### src/common/radio_ctrl_pkg.sv
// Shared constants, register map and types of the radio mode and timeout controller
package radio_ctrl_pkg;
  localparam int AW = 4;
  localparam int DW = 16;
  localparam int CW = 24;

  localparam logic [AW-1:0] ADDR_MODE     = 4'h0;
  localparam logic [AW-1:0] ADDR_PREAMBLE = 4'h1;
  localparam logic [AW-1:0] ADDR_CAL      = 4'h2;
  localparam logic [AW-1:0] ADDR_LVL_LIM  = 4'h3;
  localparam logic [AW-1:0] ADDR_PRE_LIM  = 4'h4;
  localparam logic [AW-1:0] ADDR_SYN_LIM  = 4'h5;
  localparam logic [AW-1:0] ADDR_RXCFG    = 4'h6;
  localparam logic [AW-1:0] ADDR_RAMP     = 4'h7;
  localparam logic [AW-1:0] ADDR_BW       = 4'h8;
  localparam logic [AW-1:0] ADDR_FLAGS    = 4'h9;
  localparam logic [AW-1:0] ADDR_TBIT     = 4'ha;
  localparam logic [AW-1:0] ADDR_CARRIER  = 4'hb;
  localparam logic [AW-1:0] ADDR_LVL_DLY  = 4'hc;
  localparam logic [AW-1:0] ADDR_LVL_THR  = 4'hd;

  // Mode register fields
  localparam int MODE_LSB = 0;
  localparam int FSK_BIT  = 3;
  localparam int OOK_BIT  = 4;
  // Preamble register fields
  localparam int TOL_LSB  = 0;
  localparam int LEN_LSB  = 5;
  localparam int DET_BIT  = 7;
  // Calibration register fields
  localparam int CAL_TRIG_BIT  = 0;
  localparam int CAL_BUSY_BIT  = 1;
  localparam int TEMP_DIS_BIT  = 2;
  localparam int AUTO_CAL_BIT  = 3;
  localparam int DELTA_LSB     = 4;
  localparam int TEMP_FLAG_BIT = 6;
  // Receive config fields
  localparam int TRIG_LSB = 0;
  localparam int AFC_BIT  = 3;
  // Bandwidth register fields
  localparam int RX_BANDWIDTH_LSB = 0;
  localparam int CBW_LSB  = 8;
  // Flag register bits
  localparam int FL_PRE    = 0;
  localparam int FL_TO_LSB = 1;
  localparam int FL_READY  = 4;
  localparam int FL_RXRDY  = 5;
  localparam int FL_LVLRDY = 6;
  localparam int NFLAGS    = 7;

  // Reset values
  localparam logic [2:0]    RST_MODE  = 3'h1;
  localparam logic [1:0]    RST_LEN   = 2'h1;
  localparam logic [4:0]    RST_TOL   = 5'h0a;
  localparam logic [DW-1:0] RST_TBIT  = 16'h0064;
  localparam logic [DW-1:0] RST_RAMP  = 16'h0028;
  localparam logic [DW-1:0] RST_LDLY  = 16'h0100;

  typedef enum logic [2:0] {
    MODE_SLEEP   = 3'b000,
    MODE_STANDBY = 3'b001,
    MODE_SYNTH_TX = 3'b010,
    MODE_TX      = 3'b011,
    MODE_SYNTH_RX = 3'b100,
    MODE_RX      = 3'b101
  } op_mode_t;

  typedef enum logic [1:0] {
    SQ_STEP  = 2'b00,
    SQ_WAIT  = 2'b01,
    SQ_READY = 2'b10
  } seq_state_t;

  localparam logic [2:0] TRIG_NONE  = 3'b000;
  localparam logic [2:0] TRIG_LVL   = 3'b001;
  localparam logic [2:0] TRIG_PRE   = 3'b110;
  localparam logic [2:0] TRIG_BOTH  = 3'b111;
  localparam logic [1:0] LEN_RSVD   = 2'b11;

  // Timing
  localparam int CLK_MHZ         = 40;
  localparam int CAL_TIME_MS     = 10;
  localparam int CAL_CYCLES_DEF  = CAL_TIME_MS * 1000 * CLK_MHZ;
  localparam int OSC_TIME_US     = 250;
  localparam int OSC_CYCLES_DEF  = OSC_TIME_US * CLK_MHZ;
  localparam int FS_TIME_US      = 60;
  localparam int FS_CYCLES_DEF   = FS_TIME_US * CLK_MHZ;
  localparam int TX_BASE_US      = 5;
  localparam int TX_BASE_CYC     = TX_BASE_US * CLK_MHZ;
  localparam int RAMP_CYC_PER_US = CLK_MHZ * 5 / 4;
  localparam int BITS_PER_UNIT   = 16;
  localparam int TEMP_STEP_C     = 5;
  localparam int N_BW            = 21;
  localparam int RX_SETTLE_US [N_BW] = '{2330, 1940, 1560, 1180, 984, 791, 601, 504, 407, 313,
                                         264, 215, 169, 144, 119, 97, 84, 71, 85, 74, 63};
endpackage

### src/wait_timer.sv
// One receive timeout: counts 16-bit units until its awaited flag or its limit
`timescale 1ns/1ps
module wait_timer
(
  input  wire logic       i_clock,
  input  wire logic       i_arst_n,
  input  wire logic       i_restart,
  input  wire logic       i_unit_tick,
  input  wire logic       i_enable,
  input  wire logic       i_seen,
  input  wire logic [7:0] i_limit,
  output logic            o_expire
);
  logic [7:0] units_q;
  logic       done_q;

  always_ff @(posedge i_clock or negedge i_arst_n)
  begin
    if (!i_arst_n)
    begin
      units_q  <= 8'h00;
      done_q   <= 1'b1;
      o_expire <= 1'b0;
    end
    else
    begin
      o_expire <= 1'b0;
      if (i_restart)
      begin
        units_q <= 8'h00;
        done_q  <= 1'b0;
      end
      else if (!done_q && i_seen)
        done_q <= 1'b1;
      else if (!done_q && i_unit_tick && i_enable && i_limit != 8'h00)
      begin
        units_q <= units_q + 8'h01;
        if (units_q + 8'h01 == i_limit)
        begin
          o_expire <= 1'b1;
          done_q   <= 1'b1;
        end
      end
    end
  end
endmodule

### src/radio_ctrl.sv
// Mode sequencing, calibration, preamble detection and receive timeouts of the radio
//
// Decided for this implementation: the strobed register port and the register offsets.
`timescale 1ns/1ps
// How it works
// - Preamble length 1, 2, 3 bytes; 11 reserved
// - Detector enabled raises preamble flag per preamble
// - Calibrate once after power-on and manual reset
// - Trigger bit calibrates, only Standby in FSK
// - Temperature shift flag at selected threshold
// - Auto calibration starts on temperature shift
// - Calibration lasts about ten milliseconds
// - Level timeout after limit times 16 bits
// - Preamble timeout after limit times 16 bits
// - Sync timeout after limit times 16 bits
// - Trigger field selects which timeouts run
// - Mode field decodes the six modes
// - Mode change powers blocks in fixed order
// - Transmit settle: 5us, ramp (none in OOK), half bit
// - Receive settle from active bandwidth table
// - Receiver ready after settle time elapsed
// - First level sample after extra delay
// - Frequency correction subtracts offset per receive
module radio_ctrl
  import radio_ctrl_pkg::*;
#(
  parameter int unsigned CAL_CYCLES      = CAL_CYCLES_DEF,
  parameter int unsigned OSC_CYCLES      = OSC_CYCLES_DEF,
  parameter int unsigned FS_CYCLES       = FS_CYCLES_DEF,
  parameter int unsigned RX_SETTLE_SHIFT = 0
)
(
  input  wire logic                          i_clock,
  input  wire logic                          i_arst_n,
  input  wire logic [radio_ctrl_pkg::AW-1:0] i_addr,
  input  wire logic [radio_ctrl_pkg::DW-1:0] i_wdata,
  input  wire logic                          i_wr,
  input  wire logic                          i_rd,
  output logic      [radio_ctrl_pkg::DW-1:0] o_rdata,
  input  wire logic                          i_manual_reset,
  input  wire logic [7:0]                    i_temp,
  input  wire logic                          i_bit_valid,
  input  wire logic                          i_bit,
  input  wire logic [7:0]                    i_level_reading,
  input  wire logic                          i_sync_match,
  input  wire logic [radio_ctrl_pkg::DW-1:0] i_freq_offset,
  output logic                               o_osc_en,
  output logic                               o_synth_en,
  output logic                               o_synth_rx_freq,
  output logic                               o_tx_en,
  output logic                               o_rx_en,
  output logic                               o_cal_busy,
  output logic      [radio_ctrl_pkg::NFLAGS-1:0] o_flags,
  output logic      [radio_ctrl_pkg::DW-1:0] o_carrier_word
);
  import radio_ctrl_pkg::*;

  logic [2:0]    op_mode_q;
  logic          fsk_sel_q, ook_q;
  logic          det_en_q;
  logic [1:0]    len_sel_q;
  logic [4:0]    tol_q;
  logic          temp_dis_q, auto_cal_q, temp_flag_q;
  logic [1:0]    delta_sel_q;
  logic [7:0]    lim_q [3];
  logic [2:0]    trig_q;
  logic          afc_q;
  logic [DW-1:0] ramp_q, tbit_q, lvl_dly_q;
  logic [4:0]    rx_bandwidth_q, cbw_q;
  logic [7:0]    lvl_thr_q;
  logic [NFLAGS-1:0] flags_d;

  logic wr_cal, wr_flags, wr_carrier;
  assign wr_cal     = i_wr && i_addr == ADDR_CAL;
  assign wr_flags   = i_wr && i_addr == ADDR_FLAGS;
  assign wr_carrier = i_wr && i_addr == ADDR_CARRIER;

  // Configuration registers written by software
  always_ff @(posedge i_clock or negedge i_arst_n)
  begin
    if (!i_arst_n)
    begin
      op_mode_q   <= RST_MODE;
      fsk_sel_q   <= 1'b1;
      ook_q       <= 1'b0;
      det_en_q    <= 1'b1;
      len_sel_q   <= RST_LEN;
      tol_q       <= RST_TOL;
      temp_dis_q  <= 1'b0;
      auto_cal_q  <= 1'b0;
      delta_sel_q <= 2'h0;
      lim_q       <= '{default: 8'h00};
      trig_q      <= TRIG_NONE;
      afc_q       <= 1'b0;
      ramp_q      <= RST_RAMP;
      rx_bandwidth_q      <= 5'h00;
      cbw_q       <= 5'h00;
      tbit_q      <= RST_TBIT;
      lvl_dly_q   <= RST_LDLY;
      lvl_thr_q   <= 8'h00;
    end
    else if (i_wr)
    begin
      unique case (i_addr)
        ADDR_MODE:
        begin
          op_mode_q <= i_wdata[MODE_LSB +: 3];
          fsk_sel_q <= i_wdata[FSK_BIT];
          ook_q     <= i_wdata[OOK_BIT];
        end
        ADDR_PREAMBLE:
        begin
          det_en_q  <= i_wdata[DET_BIT];
          len_sel_q <= i_wdata[LEN_LSB +: 2];
          tol_q     <= i_wdata[TOL_LSB +: 5];
        end
        ADDR_CAL:
        begin
          temp_dis_q  <= i_wdata[TEMP_DIS_BIT];
          auto_cal_q  <= i_wdata[AUTO_CAL_BIT];
          delta_sel_q <= i_wdata[DELTA_LSB +: 2];
        end
        ADDR_LVL_LIM: lim_q[0] <= i_wdata[7:0];
        ADDR_PRE_LIM: lim_q[1] <= i_wdata[7:0];
        ADDR_SYN_LIM: lim_q[2] <= i_wdata[7:0];
        ADDR_RXCFG:
        begin
          trig_q <= i_wdata[TRIG_LSB +: 3];
          afc_q  <= i_wdata[AFC_BIT];
        end
        ADDR_RAMP:    ramp_q    <= i_wdata;
        ADDR_BW:
        begin
          rx_bandwidth_q <= i_wdata[RX_BANDWIDTH_LSB +: 5];
          cbw_q  <= i_wdata[CBW_LSB +: 5];
        end
        ADDR_TBIT:    tbit_q    <= i_wdata;
        ADDR_LVL_DLY: lvl_dly_q <= i_wdata;
        ADDR_LVL_THR: lvl_thr_q <= i_wdata[7:0];
        default:      ;
      endcase
    end
  end

  // Mode sequencer
  logic [2:0]  act_mode_q;
  seq_state_t  seq_q;
  logic [CW-1:0] wait_q, tx_cyc, rx_cyc;
  logic        ready_q, rx_ready_q, lvl_ok_q, rx_entry_q, stage_rx_q;
  logic [DW-1:0] lvl_cnt_q;
  logic        need_synth, want_rx_freq;
  logic [4:0]  bw_idx;

  assign need_synth   = act_mode_q inside {MODE_SYNTH_TX, MODE_TX, MODE_SYNTH_RX, MODE_RX};
  assign want_rx_freq = act_mode_q inside {MODE_SYNTH_RX, MODE_RX};
  assign bw_idx       = afc_q ? cbw_q : rx_bandwidth_q;
  assign tx_cyc = CW'(TX_BASE_CYC) + (ook_q ? CW'(0) : CW'(ramp_q) * CW'(RAMP_CYC_PER_US))
                  + CW'(tbit_q >> 1);
  assign rx_cyc = CW'((RX_SETTLE_US[(bw_idx < N_BW) ? bw_idx : N_BW - 1] * CLK_MHZ)
                  >> RX_SETTLE_SHIFT);

  always_ff @(posedge i_clock or negedge i_arst_n)
  begin
    if (!i_arst_n)
    begin
      act_mode_q      <= RST_MODE;
      seq_q           <= SQ_STEP;
      wait_q          <= '0;
      o_osc_en        <= 1'b0;
      o_synth_en      <= 1'b0;
      o_synth_rx_freq <= 1'b0;
      o_tx_en         <= 1'b0;
      o_rx_en         <= 1'b0;
      ready_q         <= 1'b0;
      rx_ready_q      <= 1'b0;
      rx_entry_q      <= 1'b0;
      stage_rx_q      <= 1'b0;
    end
    else
    begin
      rx_entry_q <= 1'b0;
      ready_q    <= 1'b0;
      rx_ready_q <= 1'b0;
      if (op_mode_q != act_mode_q)
      begin
        // Drop what the new mode does not use, then rebuild stage by stage
        act_mode_q <= op_mode_q;
        o_tx_en    <= 1'b0;
        o_rx_en    <= 1'b0;
        stage_rx_q <= 1'b0;
        if (!(op_mode_q inside {MODE_SYNTH_TX, MODE_TX, MODE_SYNTH_RX, MODE_RX}) ||
            (op_mode_q inside {MODE_SYNTH_RX, MODE_RX}) != o_synth_rx_freq)
          o_synth_en <= 1'b0;
        rx_entry_q <= op_mode_q == MODE_RX;
        seq_q      <= SQ_STEP;
      end
      else
      begin
        unique case (seq_q)
          SQ_STEP:
          begin
            seq_q <= SQ_WAIT;
            if (act_mode_q == MODE_SLEEP)
            begin
              o_osc_en <= 1'b0;
              seq_q    <= SQ_READY;
              ready_q  <= 1'b1;
            end
            else if (!o_osc_en)
            begin
              o_osc_en <= 1'b1;
              wait_q   <= CW'(OSC_CYCLES);
            end
            else if (need_synth && !o_synth_en)
            begin
              o_synth_en      <= 1'b1;
              o_synth_rx_freq <= want_rx_freq;
              wait_q          <= CW'(FS_CYCLES);
            end
            else if (act_mode_q == MODE_TX && !o_tx_en)
            begin
              o_tx_en <= 1'b1;
              wait_q  <= tx_cyc;
            end
            else if (act_mode_q == MODE_RX && !o_rx_en)
            begin
              o_rx_en    <= 1'b1;
              stage_rx_q <= 1'b1;
              wait_q     <= rx_cyc;
            end
            else
            begin
              seq_q   <= SQ_READY;
              ready_q <= 1'b1;
            end
          end
          SQ_WAIT:
          begin
            wait_q <= wait_q - CW'(1);
            if (wait_q <= CW'(1))
            begin
              seq_q      <= SQ_STEP;
              rx_ready_q <= stage_rx_q;
              stage_rx_q <= 1'b0;
            end
          end
          SQ_READY: ;
          default:  seq_q <= SQ_STEP;
        endcase
      end
    end
  end

  // Receiver usable, then first level sample after its own delay
  logic rx_live_q;
  always_ff @(posedge i_clock or negedge i_arst_n)
  begin
    if (!i_arst_n)
    begin
      rx_live_q <= 1'b0;
      lvl_ok_q  <= 1'b0;
      lvl_cnt_q <= '0;
    end
    else if (!o_rx_en || rx_entry_q)
    begin
      rx_live_q <= 1'b0;
      lvl_ok_q  <= 1'b0;
    end
    else if (rx_ready_q)
    begin
      rx_live_q <= 1'b1;
      lvl_cnt_q <= lvl_dly_q;
    end
    else if (rx_live_q && !lvl_ok_q)
    begin
      lvl_cnt_q <= lvl_cnt_q - DW'(1);
      lvl_ok_q  <= lvl_cnt_q <= DW'(1);
    end
  end

  // Carrier word, corrected once per receiver enable
  always_ff @(posedge i_clock or negedge i_arst_n)
  begin
    if (!i_arst_n)
      o_carrier_word <= '0;
    else if (rx_ready_q && afc_q)
      o_carrier_word <= o_carrier_word - i_freq_offset;
    else if (wr_carrier)
      o_carrier_word <= i_wdata;
  end

  // Calibration and temperature watch
  logic [CW-1:0] cal_cnt_q;
  logic [7:0]    temp_ref_q;
  logic          ref_ok_q, beyond_q, beyond, temp_event, cal_start;
  logic [8:0]    tdiff, tabs;
  logic [8:0]    tthr;
  assign tdiff = {i_temp[7], i_temp} - {temp_ref_q[7], temp_ref_q};
  assign tabs  = tdiff[8] ? 9'(-tdiff) : tdiff;
  assign tthr  = 9'((delta_sel_q + 2'h0 + 1) * TEMP_STEP_C);
  assign beyond = !temp_dis_q && ref_ok_q && !o_cal_busy && tabs >= tthr;
  assign temp_event = beyond && !beyond_q;
  assign cal_start = i_manual_reset
                  || (wr_cal && i_wdata[CAL_TRIG_BIT] && fsk_sel_q
                      && act_mode_q == MODE_STANDBY)
                  || (temp_event && auto_cal_q);

  always_ff @(posedge i_clock or negedge i_arst_n)
  begin
    if (!i_arst_n)
    begin
      o_cal_busy  <= 1'b1;
      cal_cnt_q   <= '0;
      temp_ref_q  <= 8'h00;
      ref_ok_q    <= 1'b0;
      beyond_q    <= 1'b0;
      temp_flag_q <= 1'b0;
    end
    else
    begin
      beyond_q <= beyond;
      temp_flag_q <= temp_event
                  || (temp_flag_q && !(wr_cal && i_wdata[TEMP_FLAG_BIT]));
      if (cal_start)
      begin
        o_cal_busy <= 1'b1;
        cal_cnt_q  <= '0;
      end
      else if (o_cal_busy)
      begin
        cal_cnt_q <= cal_cnt_q + CW'(1);
        if (cal_cnt_q + CW'(1) >= CW'(CAL_CYCLES))
        begin
          o_cal_busy <= 1'b0;
          temp_ref_q <= i_temp;
          ref_ok_q   <= 1'b1;
        end
      end
    end
  end

  // Preamble detector on alternating demodulated bits
  logic       prev_bit_q, pre_hit_q;
  logic [4:0] run_q, err_q, need;
  assign need = 5'((len_sel_q + 2'h0 + 1) * 8);
  always_ff @(posedge i_clock or negedge i_arst_n)
  begin
    if (!i_arst_n)
    begin
      prev_bit_q <= 1'b0;
      run_q      <= '0;
      err_q      <= '0;
      pre_hit_q  <= 1'b0;
    end
    else
    begin
      pre_hit_q <= 1'b0;
      if (!det_en_q || !rx_live_q || len_sel_q == LEN_RSVD)
      begin
        run_q <= '0;
        err_q <= '0;
      end
      else if (i_bit_valid)
      begin
        prev_bit_q <= i_bit;
        if (i_bit != prev_bit_q)
        begin
          run_q <= run_q + 5'h01;
          if (run_q + 5'h01 >= need)
          begin
            pre_hit_q <= 1'b1;
            run_q   <= '0;
            err_q   <= '0;
          end
        end
        else if (err_q >= tol_q)
        begin
          run_q <= '0;
          err_q <= '0;
        end
        else
          err_q <= err_q + 5'h01;
      end
    end
  end

  // Bit period and 16-bit unit ticks while receiving
  logic [DW-1:0] bit_cnt_q;
  logic [3:0]    nib_q;
  logic          unit_tick_q;
  logic [2:0]    to_en, seen, expire;
  always_ff @(posedge i_clock or negedge i_arst_n)
  begin
    if (!i_arst_n)
    begin
      bit_cnt_q <= '0;
      nib_q     <= 4'h0;
      unit_tick_q <= 1'b0;
    end
    else
    begin
      unit_tick_q <= 1'b0;
      if (rx_entry_q || act_mode_q != MODE_RX)
      begin
        bit_cnt_q <= '0;
        nib_q     <= 4'h0;
      end
      else if (bit_cnt_q + DW'(1) >= tbit_q)
      begin
        bit_cnt_q <= '0;
        nib_q     <= nib_q + 4'h1;
        unit_tick_q <= nib_q == 4'(BITS_PER_UNIT - 1);
      end
      else
        bit_cnt_q <= bit_cnt_q + DW'(1);
    end
  end

  always_comb
  begin
    unique case (trig_q)
      TRIG_LVL:  to_en = 3'b101;
      TRIG_PRE:  to_en = 3'b110;
      TRIG_BOTH: to_en = 3'b011;
      default:   to_en = 3'b000;
    endcase
  end
  assign seen = {i_sync_match, pre_hit_q, lvl_ok_q && i_level_reading > lvl_thr_q};

  genvar g;
  generate
    for (g = 0; g < 3; g++)
    begin : g_to
      wait_timer u_wait
      (
        .i_clock     (i_clock),
        .i_arst_n    (i_arst_n),
        .i_restart   (rx_entry_q),
        .i_unit_tick (unit_tick_q),
        .i_enable    (to_en[g]),
        .i_seen      (seen[g]),
        .i_limit     (lim_q[g]),
        .o_expire    (expire[g])
      );
    end
  endgenerate

  // Sticky flags: a set in the same cycle as a clear wins
  always_comb
  begin
    flags_d = o_flags & ~(wr_flags ? i_wdata[NFLAGS-1:0] : '0);
    flags_d[FL_PRE]          = flags_d[FL_PRE] | pre_hit_q;
    flags_d[FL_TO_LSB +: 3]  = flags_d[FL_TO_LSB +: 3] | expire;
    flags_d[FL_READY]        = flags_d[FL_READY] | ready_q;
    flags_d[FL_RXRDY]        = flags_d[FL_RXRDY] | rx_ready_q;
    flags_d[FL_LVLRDY]       = flags_d[FL_LVLRDY] | (lvl_ok_q && rx_live_q);
  end
  always_ff @(posedge i_clock or negedge i_arst_n)
  begin
    if (!i_arst_n)
      o_flags <= '0;
    else
      o_flags <= flags_d;
  end

  // Read data one cycle after the read strobe, zero otherwise
  always_ff @(posedge i_clock or negedge i_arst_n)
  begin
    if (!i_arst_n)
      o_rdata <= '0;
    else if (!i_rd)
      o_rdata <= '0;
    else
    begin
      unique case (i_addr)
        ADDR_MODE:     o_rdata <= DW'({ook_q, fsk_sel_q, op_mode_q});
        ADDR_PREAMBLE: o_rdata <= DW'({det_en_q, len_sel_q, tol_q});
        ADDR_CAL:      o_rdata <= DW'({temp_flag_q, delta_sel_q, auto_cal_q, temp_dis_q,
                                       o_cal_busy, 1'b0});
        ADDR_LVL_LIM:  o_rdata <= DW'(lim_q[0]);
        ADDR_PRE_LIM:  o_rdata <= DW'(lim_q[1]);
        ADDR_SYN_LIM:  o_rdata <= DW'(lim_q[2]);
        ADDR_RXCFG:    o_rdata <= DW'({afc_q, trig_q});
        ADDR_RAMP:     o_rdata <= ramp_q;
        ADDR_BW:       o_rdata <= {3'h0, cbw_q, 3'h0, rx_bandwidth_q};
        ADDR_FLAGS:    o_rdata <= DW'(o_flags);
        ADDR_TBIT:     o_rdata <= tbit_q;
        ADDR_CARRIER:  o_rdata <= o_carrier_word;
        ADDR_LVL_DLY:  o_rdata <= lvl_dly_q;
        ADDR_LVL_THR:  o_rdata <= DW'(lvl_thr_q);
        default:       o_rdata <= '0;
      endcase
    end
  end
endmodule

### config.mk
export PLATFORM = sky130hd
export DESIGN_NAME = radio_ctrl
export DESIGN_NICKNAME = d
export VERILOG_FILES = /design/src/common/radio_ctrl_pkg.sv /design/src/wait_timer.sv /design/src/radio_ctrl.sv
export SDC_FILE = /design/constraint.sdc
export NUM_CORES = 1
export LEC_CHECK = 0
export ABC_AREA = 1
export BUFFER_PORTS_ARGS = -buffer_cell sky130_fd_sc_hd__buf_2
export CAP_MARGIN = 25
export CORE_ASPECT_RATIO = 0.6
export CORE_MARGIN = 2
export CORE_UTILIZATION = 45
export CTS_CLUSTER_SIZE = 24
export DETAILED_ROUTE_END_ITERATION = 10
export PLACE_DENSITY = 0.66
export SLEW_MARGIN = 25
export SYNTH_ARGS = -nofsm -noshare
export SYNTH_HDL_FRONTEND = slang
export SYNTH_SLANG_ARGS = --single-unit
### constraint.sdc
create_clock -name i_clock -period 4.3 [get_ports i_clock]
set_clock_uncertainty 0.2 [all_clocks]
set_input_delay 0.215 -clock i_clock [delete_from_list [all_inputs] [get_ports i_clock]]
set_output_delay 0.215 -clock i_clock [all_outputs]
set_load 0.005 [all_outputs]
==> metrics.md, run 1 <==
| Metric | Value |
|---|---|
| Chip width | `284 um` |
| Ys async rst share | `1.00` |
| Routed vias | `~20000` |
| Core box area | `between 0.04 and 0.05 mm2` |
| Crit-path slowest cell | `dfstp_2` |
| Most used flip-flop cell after synthesis | `dfrtp_1` |
| Ant diodes | `0` |
| CP Max Fanout | `4` |
| Dpl hpwl | `49800 um` |
| Min setup slack post-route | `-0.318 ns` |
| Placed Area | `0.0236 mm2` |
| First-pass GRT wire length | `about 100000 um` |
| Final GP Congestion | `between 0.9 and 1` |
| WHS Path Cells | `6` |
| Total I/O pin count | `~110` |
| Final hold violations | `0` |
| R2R setup slack | `-0.32 ns` |
| Clock sink count | `a little over 300` |
| CP startpoint kind | `register` |
| Initial antenna violation count | `1` |
| Gr usage total | `0.266` |
| FF+latch count, synth | `about 310` |
| Die area | `0.0488 mm2` |
| CP bufs+invs | `4` |
| Minimum clock period | `4.62 ns` |
| Crit path capture type | `register` |
| Initial Utilization | `0.457` |
| GRT overflow | `0` |
| Crit-path cells | `ha_4 -> ha_4 -> inv_2 -> fa_1 -> inv_2 -> ha_4 -> nand2_1 -> o21ai_2 -> inv_1 -> o21bai_1 -> o21ai_1 -> a21oi_1 -> ha_1 -> ha_4 -> nand2_2 -> nor2_4 -> inv_2 -> o21ai_2 -> a41oi_4 -> nor2_4 -> nand2_1 -> nor2_1 -> nand4_1 -> a21oi_1` |
| H-tree levels | `2` |
| Pre-CTS WS | `-0.353 ns` |
| Commonest cells after routing, fill and taps aside | `nand2_1, inv_1, dfrtp_1` |
| Failing checks | `negative setup slack` |
| # port buffers | `between 100 and 150` |
| Largest net degree at the start of global routing | `101` |
| Fmax | `between 200 and 250 MHz` |
| Total power draw | `15.9 mW` |
| Max_cap viols | `0` |
| Reg-to-Reg End | `wait_q[22]` |
| Worst-Margin Slew | `between 1 and 1.5 ns` |
| Hold endpoint | `o_carrier_word[13]` |
| Fraction of layout cells with a size suffix above 1 | `0.171` |
| Setup TNS | `-2.44 ns` |
| Pleak | `12.7 nW` |
| Total wire length | `about 66000 um` |
| Worst path required time | `4.56 ns` |
| Starting DRT DRC Count | `approximately 2200` |
| Hold/Removal Path Class | `input pin to register` |
| Pre-antenna DRT Iters | `6` |
| Final routed DRC violation total | `0` |
| Avg Cell Area, Syn | `7.54 um2` |
| Slew margin rel. | `0.273` |
| Bufs on Longest Clock Path | `3` |
| Vias in the first global route | `19200` |
| Worst skew pair latency | `~0.55 ns` |
| Reg2Reg Depth | `24` |
| TritonCTS Buffers | `35` |
| Mapped Cells | `about 2800` |
| Worst path top cell family by delay | `adder cells` |
| Synthesis Warnings | `0` |
| Period utilization | `1.07` |
| Cell Pwr Density | `just over 600 mW/mm2` |
| Setup CP Type | `register to register` |
| ANT nets after route | `0` |
| Syn_nets | `about 3000` |
| CP most frequent cell | `ha_4` |
| Fillers | `~4200` |
| Reg2Reg Launch Point | `ramp_q[3]` |
| Arrival time worst endpoint | `a little under 5 ns` |
| Peak supply drop | `approximately 0.87 mV` |
| Status | `finished with violations` |
| Routed vias/inst | `5.45` |
| RSZ-0062 raised after global routing | `yes` |
| Final setup viols | `12` |
| CTS tree | `done` |
| Area delta synth->final | `22.5%` |
| Unique cell type count in the Yosys netlist | `64` |
| FP Rows | `61` |
| DR WL/cell | `about 18 um` |
| Post-route design area | `0.0259 mm2` |
| Die Height | `about 170 um` |
| Register area | `between 0.007 and 0.008 mm2` |
| CTS clk-pin slew, worst paths | `approximately 0.060 ns` |
| Startpoint of the worst hold path | `i_freq_offset[13]` |
| Slowest stage delay, CP | `~0.60 ns` |
| Number of synthesized flops with an enable pin | `0` |
| Commonest non-fill, non-tap cell in the layout | `nand2_1` |
| Nets | `about 3400` |
| Mapped cell area | `roughly 0.021 mm2` |
| Register area share after synthesis | `0.362` |
| Multi-input logic area | `about 0.012 mm2` |
| Clock root buffer | `clkbuf_16` |
| Fin. max-slew vios | `0` |
through the flow:
step	std cells	hold WS, ns	util
after detailed placement	3637	0.150	0.510
after global placement	3637	0.144	0.510
after CTS	3733	0.00548	0.545
after global routing	3746	0.0737	0.559
final	3746	0.0337	0.559
after floorplan	2807	-0.281	-
worst reg2reg max path: cells and delay by family (launching register included):
family / cells / cell delay (ns)
DFF: 1 / 0.60
adders and majority gates: 6 / 1.89
AOI/OAI and AO/OA: 7 / 0.94
and+or+nand+nor: 7 / 0.75
buffers and inverters: 4 / 0.17
flip-flops by register name (all words and copies together), names as in the netlist, 7 cells and up:
register	count
lvl_thr_q	8
wait_q	24
o_rdata	16
bit_cnt_q	16
o_carrier_word	16
lvl_cnt_q	16
lim_q	24
temp_ref_q	8
o_flags	7
cal_cnt_q	24
lvl_dly_q	16
tbit_q	16
g_to.u_wait.units_q	24
ramp_q	16
power by group:
group | internal [mW] | switching (mW) | leakage (nW)
combinational | 4.06 | 4.81 | 8.21
sequential | 3.33 | 0.564 | 3.96
clock | 1.84 | 1.28 | 0.573
total | 9.23 | 6.66 | 12.7
area by class of cell:
type / count / share of cell area
sequential: 305 / 0.295
tap: 630 / 0.0304
multi-input combinational: 1995 / 0.478
clock inverter: 12 / 0.00623
inverter: 443 / 0.0643
clock buffer: 50 / 0.0392
timing repair buffer: 311 / 0.0864
what timing repair did:
action / CTS / global route
endpoints found under the setup margin: 14 / 43
endpoints found under the hold margin: 154 / 0
gates cloned: 0 / 1
hold buffers: 30 / 0
pin swaps: 21 / 73
buffers inserted: 4 / 15
gates resized for setup: 34 / 145
routing by layer:
layer / global-route usage / vias to the layer above / wire length, um
met5: 0.0100 / - / 59
met4: 0.0674 / 2 / 1610
met3: 0.0633 / 106 / 6250
met2: 0.377 / 837 / 26500
met1: 0.401 / 9627 / 31500
li1: - / 9856 / -
worst max-delay path by stage:
stage	startpoint	endpoint	slack, ns	depth (start not counted)
3_5_place_dp	ramp_q[6]	wait_q[22]	-0.35	23
4_1_cts	ramp_q[3]	wait_q[21]	-0.26	24
5_1_grt	ramp_q[5]	wait_q[20]	-0.53	27
2_1_floorplan	ramp_q[3]	wait_q[21]	-0.04	24
3_3_place_gp	ramp_q[5]	wait_q[20]	-0.27	27
6_report	ramp_q[3]	wait_q[22]	-0.32	24
cells in the mapped netlist (8+ instances only):
| cell | count | share of area |
|---|---|---|
| a21oi_1 | 172 | 0.041 |
| a221oi_1 | 22 | 0.0091 |
| a31oi_1 | 19 | 0.0056 |
| clkbuf_1 | 56 | 0.0099 |
| dfrtp_1 | 288 | 0.34 |
| dfstp_2 | 17 | 0.021 |
| fa_1 | 15 | 0.014 |
| ha_1 | 188 | 0.11 |
| inv_1 | 438 | 0.078 |
| nand2_1 | 591 | 0.10 |
| nand3_1 | 108 | 0.026 |
| nand4_1 | 37 | 0.011 |
| nor2_1 | 221 | 0.039 |
| nor2_2 | 10 | 0.0030 |
| nor3_1 | 43 | 0.010 |
| nor4_1 | 13 | 0.0038 |
| o211ai_1 | 10 | 0.0035 |
| o21a_1 | 10 | 0.0035 |
| o21ai_0 | 303 | 0.072 |
| o22ai_1 | 32 | 0.0095 |
| o311ai_0 | 9 | 0.0037 |
| o31ai_1 | 8 | 0.0028 |
| or2_2 | 11 | 0.0033 |
| xnor2_1 | 19 | 0.0079 |
| xor2_1 | 75 | 0.031 |
cell families after synthesis:
| group | share of synthesized area |
|---|---|
| AOI/OAI and AO/OA | 0.166 |
| xor gates and xnor gates | 0.0389 |
| adders and majority gates | 0.125 |
| buffers and inverters | 0.0921 |
| DFF | 0.362 |
| muxes | 0.00101 |
| and+or+nand+nor | 0.215 |
Note: power is estimated with default switching activity, not from simulation.
==> inputs of run 2 (changes only) <==
CTS_BUF_LIST = sky130_fd_sc_hd__clkbuf_4   (was default)
SETUP_SLACK_MARGIN = 0.05   (was default)
SYNTH_HIERARCHICAL = 1   (was default)
==> metrics.md, run 2 <==
| Metric | Value |
|---|---|
| Pre-CTS WS | `-0.364 ns` |
| Clock Power Share | `0.173` |
| Routed vias | `approximately 22000` |
| Peak supply drop | `about 0.39 mV` |
| Placed Area | `between 0.02 and 0.025 mm2` |
| Largest cells by area after synthesis | `dfrtp_1, nand2_1, ha_1` |
| Switching Fraction | `0.440` |
| Bufs on Longest Clock Path | `3` |
| Starting DRT DRC Count | `~2400` |
| FP Rows | `a little over 60` |
| Setup CP Type | `register to register` |
| Number of synthesized flops with an enable pin | `0` |
| Synthesis Warnings | `6` |
| Cell taking the most area after synthesis | `dfrtp_1` |
| Failing checks | `negative setup slack` |
| Ys async rst share | `1.00` |
| Syn_nets | `roughly 3200` |
| CP Max Fanout | `5` |
| Reg2Reg Launch Point | `ramp_q[3]` |
| Chip width | `286 um` |
| Critical Path Start | `ramp_q[3]` |
| Worst skew pair latency | `between 0.8 and 0.9 ns` |
| Avg Cell Area, Syn | `7.46 um2` |
| Nets | `around 3500` |
| Internal | `between 8 and 9 mW` |
| Most used flip-flop cell after synthesis | `dfrtp_1` |
| Slowest stage delay, CP | `0.59 ns` |
| Placed Instances | `roughly 3700` |
| NetSw | `6.90 mW` |
| Cell Pwr Density | `about 600 mW/mm2` |
| First-pass GRT wire length | `115000 um` |
| Crit-path slowest cell | `dfstp_2` |
| Gate power share | `0.580` |
| Min setup slack post-route | `-0.310 ns` |
| Initial antenna violation count | `1` |
| Flop pwr share | `0.247` |
| Core box area | `roughly 0.048 mm2` |
| Crit path capture type | `register` |
| Die area | `a little under 0.05 mm2` |
| Setup TNS | `-2.49 ns` |
| FF+latch count, synth | `roughly 310` |
| Hold/Removal Path Class | `input pin to register` |
| CP bufs+invs | `7` |
| Register area share after synthesis | `0.355` |
| DR WL/cell | `18.1 um` |
| Worst path required time | `a little under 5 ns` |
| Mapped cell area | `~0.022 mm2` |
| RSZ-0062 raised after global routing | `yes` |
| Instance count on the critical path | `26` |
| Vias in the first global route | `~21000` |
| CTS clk-pin slew, worst paths | `about 0.070 ns` |
| Worst-Margin Slew | `a little under 1 ns` |
| Final setup viols | `12` |
| Commonest non-fill, non-tap cell in the layout | `nand2_1` |
| Area delta synth->final | `24.8%` |
| CTS tree | `done` |
| Final GP Congestion | `~0.98` |
| CP startpoint kind | `register` |
| H-tree levels | `3` |
| Share of the synthesized area in the top cell type | `0.335` |
| Total wire length | `a little over 70000 um` |
| Status | `finished with violations` |
| Reg-to-Reg End | `wait_q[20]` |
| Final hold violations | `0` |
| Max_cap viols | `0` |
| Non-filler cells, final | `roughly 4000` |
| Largest net degree at the start of global routing | `between 90 and 100` |
| ANT nets after route | `0` |
| Post-route design area | `roughly 0.027 mm2` |
| Unique cell type count in the Yosys netlist | `70` |
| Pleak | `approximately 13 nW` |
| Mapped Cells | `a little under 3000` |
| Slew margin rel. | `0.354` |
| Reg2Reg Depth | `26` |
| Total power draw | `15.7 mW` |
| TritonCTS Buffers | `84` |
| Critical Path End | `wait_q[20]` |
| Initial Utilization | `0.453` |
| Synth cell count leaders | `nand2_1, inv_1, o21ai_0` |
| Fin. max-slew vios | `0` |
| Die Height | `173 um` |
| Dpl hpwl | `between 50000 and 60000 um` |
| Routed vias/inst | `between 5 and 6` |
| Clock root buffer | `clkbuf_4` |
| Fmax | `approximately 220 MHz` |
| GRT overflow | `0` |
| Worst path top cell family by delay | `adder cells` |
| Total I/O pin count | `about 110` |
| # port buffers | `between 100 and 150` |
| R2R setup slack | `-0.31 ns` |
| Gr usage total | `0.290` |
| Period utilization | `1.07` |
| Minimum clock period | `4.61 ns` |
| Pre-antenna DRT Iters | `6` |
| Most common cell in the netlist | `nand2_1` |
| Clock sink count | `305` |
| Commonest cells after routing, fill and taps aside | `nand2_1, inv_1, dfrtp_1` |
| Hold WS | `slightly below 0.09 ns` |
| Final routed DRC violation total | `0` |
| CP most frequent cell | `inv_2` |
| Arrival time worst endpoint | `5.17 ns` |
| Fraction of layout cells with a size suffix above 1 | `0.202` |
| Fin util | `0.566` |
-- run 2: worst min-delay path by stage --
stage / start / to / slack, ns / cells after the start
after floorplan: i_arst_n / act_mode_q[1] / -0.28 / 0
after global placement: i_arst_n / temp_ref_q[7] / 0.11 / 1
after detailed placement: i_arst_n / temp_ref_q[7] / 0.13 / 1
after CTS: i_level_reading[3] / g_to[0].u_wait/units_q[1] / 0.02 / 9
after global routing: i_rd / o_rdata[5] / 0.07 / 4
final: i_level_reading[2] / g_to[0].u_wait/units_q[1] / 0.09 / 9
-- run 2: cells by family (layout without fill, tap and decap cells) --
logic type / after synthesis / in the layout / synth area share
XOR/XNOR: 84 / 84 / 0.0342
AO/OA/AOI/OAI: 613 / 613 / 0.162
AND/OR/NAND/NOR: 1195 / 1196 / 0.239
flip-flops: 305 / 305 / 0.355
adder cells (fa/ha/maj): 202 / 202 / 0.123
other: 0 / 2 / 0
multiplexers: 1 / 1 / 0.000523
buffers and inverters: 488 / 945 / 0.0865
-- run 2: power by group through the flow --
stage | sequential, mW | combinational, mW | clock [mW]
6_report | 3.88 | 9.10 | 2.71
5_1_grt | 3.92 | 9.98 | 2.90
4_1_cts | 3.85 | 8.21 | 2.76
3_5_place_dp | 3.89 | 7.17 | 0
3_3_place_gp | 3.87 | 7.06 | 0
2_1_floorplan | 3.70 | 4.42 | 0
-- run 2: what timing repair did --
item                                    CTS  global route
gates cloned                              0             1
resized for setup                       117            81
hold endpoints to repair                502             0
buffers inserted                         24            11
endpoints found under the setup margin   14            63
pin swaps                                71            46
hold buffers                             83             0
-- run 2: area by class of cell --
| class | count | area (um2) |
|---|---|---|
| antenna | 2 | 5.00 |
| clock buffer | 123 | 923 |
| clock inverter | 25 | 128 |
| fill | 4302 | 20700 |
| inverter | 431 | 1620 |
| multi-input combinational | 2096 | 13000 |
| sequential | 305 | 7660 |
| tap | 640 | 801 |
| timing repair buffer | 366 | 2800 |
-- run 2: worst register-to-register path: stages (launching register included) --
cell,delay (ns)
dfstp_2,0.59
ha_4,0.22
ha_4,0.26
inv_2,0.03
fa_1,0.52
inv_2,0.05
ha_4,0.26
a21oi_4,0.15
inv_2,0.06
a21oi_2,0.15
nand2_2,0.09
buf_6,0.13
a21oi_4,0.11
xor2_1,0.19
nor2_1,0.08
ha_1,0.32
nand2_1,0.10
nor2_4,0.09
inv_2,0.06
o211ai_1,0.22
a21oi_2,0.09
nor2_4,0.18
buf_6,0.12
nand4_1,0.09
nand3_1,0.09
o21ai_1,0.06
inv_1,0.06
-- run 2: metal layers --
metal  vias to the layer above  GRT usage  wire, um  part of all wire
li1                      10400          -         -                 -
met1                     10300      0.440     34100              0.47
met2                      1039      0.410     29500              0.41
met3                       154     0.0613      6830             0.094
met4                         0     0.0879      1960             0.027
met5                         -          0         0                 0
